`config.mk`:
```
export PLATFORM = sky130hd
export DESIGN_NAME = adc_sequencing_control
export DESIGN_NICKNAME = d
export VERILOG_FILES = /design/src/adc_seq_pkg.sv /design/src/adc_sequencing_control.sv
export VERILOG_INCLUDE_DIRS = /design/src
export SDC_FILE = /design/constraint.sdc
export NUM_CORES = 1
export LEC_CHECK = 0
export ABC_AREA = 1
export ABC_CLOCK_PERIOD_IN_PS = 1800
export BUFFER_PORTS_ARGS = -buffer_cell sky130_fd_sc_hd__buf_2
export CORE_MARGIN = 3
export CORE_UTILIZATION = 51
export CTS_CLUSTER_SIZE = 12
export DETAILED_ROUTE_END_ITERATION = 8
export PLACE_DENSITY = 0.81
export REMOVE_ABC_BUFFERS = 1
export SYNTH_ARGS = -nofsm -noshare
export SYNTH_HDL_FRONTEND = slang
export SYNTH_SLANG_ARGS = --single-unit
```
`constraint.sdc`:
```
create_clock -name sys_clk -period 1.8 [get_ports sys_clk]
set_input_delay 0 -clock sys_clk [delete_from_list [all_inputs] [get_ports sys_clk]]
set_output_delay 0 -clock sys_clk [all_outputs]
set_load 0.005 [all_outputs]
```
`src/adc_seq_defs.svh`:
```
`ifndef ADC_SEQ_DEFS_SVH
`define ADC_SEQ_DEFS_SVH
// Register offsets on the plain register port.
`define OFF_CTRL_ONE 4'h0
`define OFF_SCAN_SEL 4'h2
`define OFF_PIN_CFG 4'h4
`define OFF_STATUS 4'h6
// Control register one field positions.
`define BIT_CONVERTER_ON 15
`define BIT_IDLE_STOP 13
`define BIT_RESOLUTION 10
`define POS_FORMAT_LO 8
`define POS_TRIGGER_LO 5
`define BIT_SIMSAMPLE 3
`define BIT_AUTO_SAMPLE 2
`define BIT_SAMPLE_ACTIVE 1
`define BIT_DONE 0
// Channel-count field position in the status and option register.
`define POS_CHCOUNT_LO 0
// Reset values.
`define RST_CTRL_ONE 16'h0000
`define RST_SEL 13'h0000
// Writable field masks.
`define CTRL_WR_MASK 16'hA7EE
`define INPUT_MASK 13'h1FFF
// Trigger codes.
`define TRIG_MANUAL 3'h0
`define TRIG_EXT_IRQ 3'h1
`define TRIG_TIMER3 3'h2
`define TRIG_AUTO 3'h7
// Auto-convert sampling time and conversion time.
`define AUTO_SAMPLE_NS 320
`define AUTO_SAMPLE_CYC ((`AUTO_SAMPLE_NS + 9) / 10)
`define CONV_DONE_WAIT_CYC 8'h40
`endif

```
`src/adc_seq_pkg.sv`:
```
package adc_seq_pkg;
  // Sequencer states.
  typedef enum logic [3:0] {
    ST_OFF = 4'b0001,
    ST_SAMPLE = 4'b0010,
    ST_CONVERT = 4'b0100,
    ST_HOLD = 4'b1000
  } seq_state_e;
  // Command to the analog core.
  typedef struct packed {
    logic power_up;
    logic sample;
    logic start_convert;
    logic twelve_bit;
    logic simultaneous;
    logic [1:0] channel_count;
  } core_cmd_s;
  // Pin configuration towards the pads.
  typedef struct packed {
    logic [12:0] digital_mode;
    logic [12:0] mux_to_ground;
  } pin_cfg_s;
endpackage

```
`src/adc_sequencing_control.sv`:
```
// Our own choices: the plain strobed port and the register offsets.
`include "adc_seq_defs.svh"
//
// Contract
// - Converter-on bit powers the converter
// - Idle-stop halts converter during idle mode
// - Resolution bit picks 12-bit or 10-bit
// - Ten-bit result formats: integer or signed
// - Twelve-bit result formats: integer or signed
// - Code 111 auto-converts after counter
// - Code 010 timer3 compare starts conversion
// - Code 001 external irq edge starts conversion
// - Code 000 sample clear starts conversion
// - Hardware sets and clears sample, done bits
// - Simultaneous sampling by channel-count field
// - Simultaneous bit reads zero in 12-bit
// - Scan-select bits choose scanned inputs
// - Absent selected input converts low reference
// - Pin bit one: digital, mux grounded
// - Pin bit zero: analog, read disabled
// - Pin bits ineffective where input absent
// - Power-off forces all pins digital
// - Unimplemented bits ignore writes, read zero
module adc_sequencing_control #(
  parameter logic [12:0] INPUT_PRESENT = 13'h1FFF
) (
  input wire logic sys_clk,
  input wire logic resetn,
  input wire logic [3:0] reg_addr,
  input wire logic [15:0] reg_wdata,
  input wire logic reg_write,
  input wire logic reg_read,
  output logic [15:0] reg_rdata,
  input wire logic idle_mode,
  input wire logic converter_power_off,
  input wire logic external_irq_zero,
  input wire logic timer3_compare,
  input wire logic conversion_complete,
  input wire logic [11:0] raw_result,
  output adc_seq_pkg::core_cmd_s core_cmd,
  output logic [12:0] scan_enable,
  output logic [12:0] scan_low_reference,
  output adc_seq_pkg::pin_cfg_s pin_cfg,
  output logic [15:0] result_data,
  output logic result_valid
);

  // ==========================================================
  // Register state
  // ==========================================================
  logic [15:0] ctrl;
  logic [12:0] scan_select;
  logic [12:0] pin_digital_select;
  logic [1:0] channel_count_select;
  logic sample_active;
  logic done;
  adc_seq_pkg::seq_state_e state;
  logic [7:0] sample_count;
  logic irq_prev;
  logic [15:0] next_result;

  wire logic wr_ctrl = reg_write && (reg_addr == `OFF_CTRL_ONE);
  wire logic converter_on = ctrl[`BIT_CONVERTER_ON];
  wire logic idle_stop = ctrl[`BIT_IDLE_STOP];
  wire logic resolution_select = ctrl[`BIT_RESOLUTION];
  wire logic [1:0] output_format = ctrl[`POS_FORMAT_LO +: 2];
  wire logic [2:0] conversion_trigger_select = ctrl[`POS_TRIGGER_LO +: 3];
  wire logic auto_sample = ctrl[`BIT_AUTO_SAMPLE];
  // The simultaneous bit is hidden while 12-bit mode is chosen.
  wire logic simultaneous_sample = ctrl[`BIT_SIMSAMPLE] & ~resolution_select;
  // Converter runs only when on, not powered off, and not stopped by idle.
  wire logic running = converter_on && !converter_power_off
                       && !(idle_stop && idle_mode);
  wire logic irq_edge = external_irq_zero && !irq_prev;

  // Software writes a sample clear while sampling under code 000.
  wire logic sw_sample_clear = wr_ctrl && !reg_wdata[`BIT_SAMPLE_ACTIVE] && sample_active;

  // Conversion trigger selection.
  logic trigger;
  always_comb begin
    case (conversion_trigger_select)
      `TRIG_MANUAL: trigger = sw_sample_clear;
      `TRIG_EXT_IRQ: trigger = irq_edge;
      `TRIG_TIMER3: trigger = timer3_compare;
      `TRIG_AUTO: trigger = (sample_count >= 8'(`AUTO_SAMPLE_CYC));
      default: trigger = 1'b0; // Reserved codes never trigger.
    endcase
  end

  // ==========================================================
  // Control register one, writable fields only
  // ==========================================================
  always_ff @(posedge sys_clk or negedge resetn) begin
    if (!resetn) begin
      ctrl <= `RST_CTRL_ONE;
    end else if (wr_ctrl) begin
      ctrl <= reg_wdata & `CTRL_WR_MASK;
    end
  end

  // Scan select, pin configuration and channel-count registers.
  always_ff @(posedge sys_clk or negedge resetn) begin
    if (!resetn) begin
      scan_select <= `RST_SEL;
      pin_digital_select <= `RST_SEL;
      channel_count_select <= 2'h0;
    end else if (reg_write) begin
      if (reg_addr == `OFF_SCAN_SEL) begin
        scan_select <= reg_wdata[12:0];
      end
      if (reg_addr == `OFF_PIN_CFG) begin
        pin_digital_select <= reg_wdata[12:0];
      end
      if (reg_addr == `OFF_STATUS) begin
        channel_count_select <= reg_wdata[`POS_CHCOUNT_LO +: 2];
      end
    end
  end

  // ==========================================================
  // Sequencer
  // ==========================================================
  // Sample opens by software set or auto-sample; trigger ends it.
  always_ff @(posedge sys_clk or negedge resetn) begin
    if (!resetn) begin
      state <= adc_seq_pkg::ST_OFF;
      sample_active <= 1'b0;
      sample_count <= 8'h00;
      irq_prev <= 1'b0;
    end else begin
      irq_prev <= external_irq_zero;
      case (state)
        adc_seq_pkg::ST_OFF: begin
          sample_active <= 1'b0;
          sample_count <= 8'h00;
          if (running) begin
            state <= adc_seq_pkg::ST_HOLD;
          end
        end
        adc_seq_pkg::ST_HOLD: begin
          sample_count <= 8'h00;
          if (!running) begin
            state <= adc_seq_pkg::ST_OFF;
          end else if (auto_sample || (wr_ctrl && reg_wdata[`BIT_SAMPLE_ACTIVE])) begin
            sample_active <= 1'b1;
            state <= adc_seq_pkg::ST_SAMPLE;
          end
        end
        adc_seq_pkg::ST_SAMPLE: begin
          if (sample_count != 8'hFF) begin
            sample_count <= sample_count + 8'h01;
          end
          if (!running) begin
            state <= adc_seq_pkg::ST_OFF;
          end else if (trigger) begin
            sample_active <= 1'b0;
            state <= adc_seq_pkg::ST_CONVERT;
          end
        end
        adc_seq_pkg::ST_CONVERT: begin
          if (!running) begin
            state <= adc_seq_pkg::ST_OFF;
          end else if (conversion_complete) begin
            state <= adc_seq_pkg::ST_HOLD;
          end
        end
        default: state <= adc_seq_pkg::ST_OFF;
      endcase
    end
  end

  // Done flag: completion sets it and wins over a software clear.
  always_ff @(posedge sys_clk or negedge resetn) begin
    if (!resetn) begin
      done <= 1'b0;
    end else if (state == adc_seq_pkg::ST_CONVERT && conversion_complete && running) begin
      done <= 1'b1;
    end else if (state == adc_seq_pkg::ST_HOLD && running
                 && (auto_sample || (wr_ctrl && reg_wdata[`BIT_SAMPLE_ACTIVE]))) begin
      done <= 1'b0;
    end else if (wr_ctrl && !reg_wdata[`BIT_DONE]) begin
      done <= 1'b0;
    end
  end

  // ==========================================================
  // Result formatting
  // ==========================================================
  always_comb begin
    next_result = 16'h0000;
    if (resolution_select) begin
      if (output_format == 2'h1) begin
        next_result = {{4{~raw_result[11]}}, raw_result[11:0]};
      end else begin
        next_result = {4'h0, raw_result[11:0]};
      end
    end else begin
      if (output_format == 2'h1) begin
        next_result = {{6{~raw_result[9]}}, raw_result[9:0]};
      end else begin
        next_result = {6'h00, raw_result[9:0]};
      end
    end
  end

  // Result is captured at conversion end.
  always_ff @(posedge sys_clk or negedge resetn) begin
    if (!resetn) begin
      result_data <= 16'h0000;
      result_valid <= 1'b0;
    end else begin
      result_valid <= 1'b0;
      if (state == adc_seq_pkg::ST_CONVERT && conversion_complete && running) begin
        result_data <= next_result;
        result_valid <= 1'b1;
      end
    end
  end

  // ==========================================================
  // Core command and pin steering
  // ==========================================================
  always_comb begin
    core_cmd.power_up = running;
    core_cmd.sample = sample_active;
    core_cmd.start_convert = (state == adc_seq_pkg::ST_CONVERT);
    core_cmd.twelve_bit = resolution_select;
    core_cmd.simultaneous = simultaneous_sample;
    // Twelve-bit mode is single channel.
    core_cmd.channel_count = resolution_select ? 2'h0 : channel_count_select;
  end

  // Per-input scan and pin mode decisions.
  genvar gi;
  generate
    for (gi = 0; gi < 13; gi++) begin : g_input
      assign scan_enable[gi] = scan_select[gi];
      // Selected but absent input converts the low reference.
      assign scan_low_reference[gi] = scan_select[gi] & ~INPUT_PRESENT[gi];
      // Absent inputs and power-off force digital mode.
      assign pin_cfg.digital_mode[gi] = converter_power_off || !INPUT_PRESENT[gi]
                                        || pin_digital_select[gi];
      assign pin_cfg.mux_to_ground[gi] = !converter_power_off && INPUT_PRESENT[gi]
                                         && pin_digital_select[gi];
    end
  endgenerate

  // ==========================================================
  // Read port, data in the cycle after the strobe
  // ==========================================================
  always_ff @(posedge sys_clk or negedge resetn) begin
    if (!resetn) begin
      reg_rdata <= 16'h0000;
    end else if (reg_read) begin
      case (reg_addr)
        `OFF_CTRL_ONE: reg_rdata <= {ctrl[15:4], simultaneous_sample, ctrl[2],
                                     sample_active, done};
        `OFF_SCAN_SEL: reg_rdata <= {3'h0, scan_select};
        `OFF_PIN_CFG: reg_rdata <= {3'h0, pin_digital_select};
        `OFF_STATUS: reg_rdata <= {12'h000, state};
        default: reg_rdata <= 16'h0000;
      endcase
    end else begin
      reg_rdata <= 16'h0000;
    end
  end

endmodule // adc_sequencing_control

```
==> flow_summary.json <==
{
  "p_clk_share_pct": 32.3,
  "fp.coreArea_um2": 7450,
  "finalNonFillerCells": 740,
  "area_growth_pct": 27.8,
  "pin_count": 133,
  "start_kind": "flip-flop",
  "cp_max_fo": 12,
  "layout_min_cycle_time_ns": 1.56,
  "dieArea_um2": 8970,
  "post_cts_resized": 0,
  "grt_util_all_layers_pct": 24.0,
  "combPwrFrac_pct": 21.2,
  "intPower_w": 0.00333,
  "cts_num_sinks": 82,
  "diodes": 0,
  "p_sw_share_pct": 30.0,
  "ys_ff_latch": 82,
  "pre_cts_ws_ns": 0.250,
  "synth-edff-count": 0,
  "syn_inst": 494,
  "switching_power_w": 0.00142,
  "drcViolationCount": 0,
  "grt_pass1_wl_um": 16900,
  "vdd_drop_max_mv": 0.603,
  "hold_viol_final": 0,
  "cap_violations": 0,
  "cp.required_ns": 2.05,
  "slew_viol_final": 0,
  "htree_levels": 3,
  "synthTopCellsByArea": "dfrtp_1 (51%), nand2_1 (13%), inv_1 (5.9%), o21ai_0 (5.9%), nor2_1 (4.4%)",
  "place_inst": 695,
  "synth_top_cell_by_area": "dfrtp_1",
  "finalSetupViolCount": 0,
  "fillCellCount": 620,
  "critPathKind": "flip-flop to flip-flop",
  "grt_antenna_before_repair": 1,
  "fmax_ghz": 0.641,
  "worstPathArrival_ns": 1.81,
  "clk-insertion-delay-late_ns": 0.35,
  "ys_seq_area_share_pct": 51.2,
  "skew_ns": 0.00961,
  "synth_ff_type": "dfrtp_1",
  "routed_wl_um": 10100,
  "holdCritPathClass": "input port to flip-flop",
  "cts_tree": "built",
  "drive_gt1_share_pct": 25.9,
  "gp_congestion": 0.840,
  "start_util_pct": 53.9,
  "place_hpwl_um": 7140,
  "overflow": 0,
  "grt_max_degree": 62,
  "layout_setup_ws_ns": 0.241,
  "ant_nets": 0,
  "synth.distinct_cells": 37,
  "status": "finished, final reports clean",
  "power_density_nw_per_um2": 927,
  "p_seq_share_pct": 46.6,
  "layout_commonest_cell": "nand2_1",
  "drt-wirelength-per-cell_um": 13.7,
  "mostFrequentLayoutCells": "nand2_1 (134), buf_2 (116), dfrtp_1 (81)",
  "cts_made_buffers": 9,
  "drtIter0Drc": 201,
  "portBuffers": 117,
  "async_flop_share_pct": 100,
  "first_pass_iters": 5,
  "clockRootBuffer": "clkbuf_8",
  "vias": 3702,
  "die-height_um": 94.7,
  "via_per_inst": 5.00,
  "rsz0062_at_grt": "false",
  "worst_setup_path_end_kind": "flip-flop",
  "synth_top_area_share_pct": 50.5,
  "fin_crit_sh_pct": 86.6,
  "clkTransAtPathRegs_ns": 0.08,
  "grt_pass1_vias": 3722,
  "post-cts-setup-buffers": 0,
  "nets": 679,
  "avgSynthCellArea_um2": 8.12,
  "clock_path_buffers": 2,
  "setup_tns_ns": 0,
  "die_w_um": 94.7,
  "p_leak_nw": 2.86,
  "row_count": 31,
  "synth_area_um2": 4010,
  "synth_warnings": 0
}
per-stage QoR:
step	area, um^2	hold WS [ns]	power (W)	util [%]
2_1_floorplan	3820	-0.296	0.00278	-
3_3_place_gp	4600	-0.0913	0.00316	61.8
3_5_place_dp	4600	-0.0923	0.00320	61.8
4_1_cts	5130	0.0155	0.00478	68.9
5_1_grt	5130	0.0440	0.00502	68.9
6_report	5130	0.0224	0.00475	68.9
final cells by class:
class	instances	area [um^2]	share of cell area [%]
multi-input combinational	321	1510	29.5
clock buffer	11	151	2.95
timing repair buffer	153	943	18.4
clock inverter	5	86.3	1.68
tap	99	124	2.42
sequential	82	2050	40.0
inverter	69	259	5.05
worst max-delay path, cell delays in order (launching register included):
cell	delay, ns
dfrtp_1	0.42
ha_1	0.24
nand2_1	0.14
inv_1	0.06
nand4_1	0.13
nand2_2	0.11
nand2_4	0.16
nand3_1	0.09
nand2_1	0.07
nor2_1	0.04
cells by family after synthesis:
kind of cell	Yosys count	share of synthesized area, %
AOI/OAI and AO/OA	79	11.3
adders and majority gates	2	0.624
buffers and inverters	104	12.4
DFF	82	51.2
other	1	0.0935
and+or+nand+nor	226	24.4
metal layers:
| metal | vias to the layer above | track usage [%] | part of all wire [%] |
|---|---|---|---|
| met5 | - | 0 | 0.13 |
| met4 | 2 | 10.1 | 2.5 |
| met3 | 27 | 4.70 | 7.0 |
| met2 | 138 | 41.4 | 50 |
| met1 | 1726 | 29.4 | 40 |
| li1 | 1809 | - | - |
repair_timing:
| action | 4_1_cts | 5_1_grt |
|---|---|---|
| hold buffers | 29 | 0 |
| endpoints found under the hold margin | 135 | 0 |
| endpoints found under the setup margin | 0 | 0 |
path summary, 6_finish.rpt:
kind | startpoint | to | slack (ns) | depth (start not counted)
worst max-delay path | sample_count[0]$_DFFE_PN0P_ | sample_count[6]$_DFFE_PN0P_ | 0.24 | 9
max in group asynchronous | resetn | state[0]$_DFFE_PN1P_ | 1.08 | 3
min in group asynchronous | resetn | sample_count[5]$_DFFE_PN0P_ | 0.07 | 2
worst max register to register | sample_count[0]$_DFFE_PN0P_ | sample_count[6]$_DFFE_PN0P_ | 0.24 | 9
worst min-delay path | reg_wdata[1] | pin_digital_select[1]$_DFFE_PN0P_ | 0.02 | 3
worst min register to register | pin_digital_select[9]$_DFFE_PN0P_ | pin_digital_select[9]$_DFFE_PN0P_ | 0.49 | 2
cell usage after synthesis (all sizes together) (2+ instances only):
cell type	number
a21oi	6
a31oi	2
buf	28
clkbuf	7
dfrtp	81
ha	2
inv	68
nand2	140
nand3	15
nand4	11
nor2	53
nor3	6
o21ai	58
o221ai	6
o22ai	2
power by group through the flow:
stage | combinational [W] | clock [W] | sequential [W]
final | 0.00101 | 0.00153 | 0.00221
after global routing | 0.00116 | 0.00162 | 0.00224
after CTS | 0.00101 | 0.00156 | 0.00221
after detailed placement | 0.000952 | 0 | 0.00225
after global placement | 0.000924 | 0 | 0.00223
after floorplan | 0.000554 | 0 | 0.00222
state kept, by name, summed over array words and instances (netlist names):
signal,cells
reg_rdata,15
pin_digital_select,13
result_data,13
scan_enable,13
ctrl,10
sample_count,8
state,4
channel_count_select,2
done,1
irq_prev,1
result_valid,1
sample_active,1
Power figures use the tool's default switching activity.
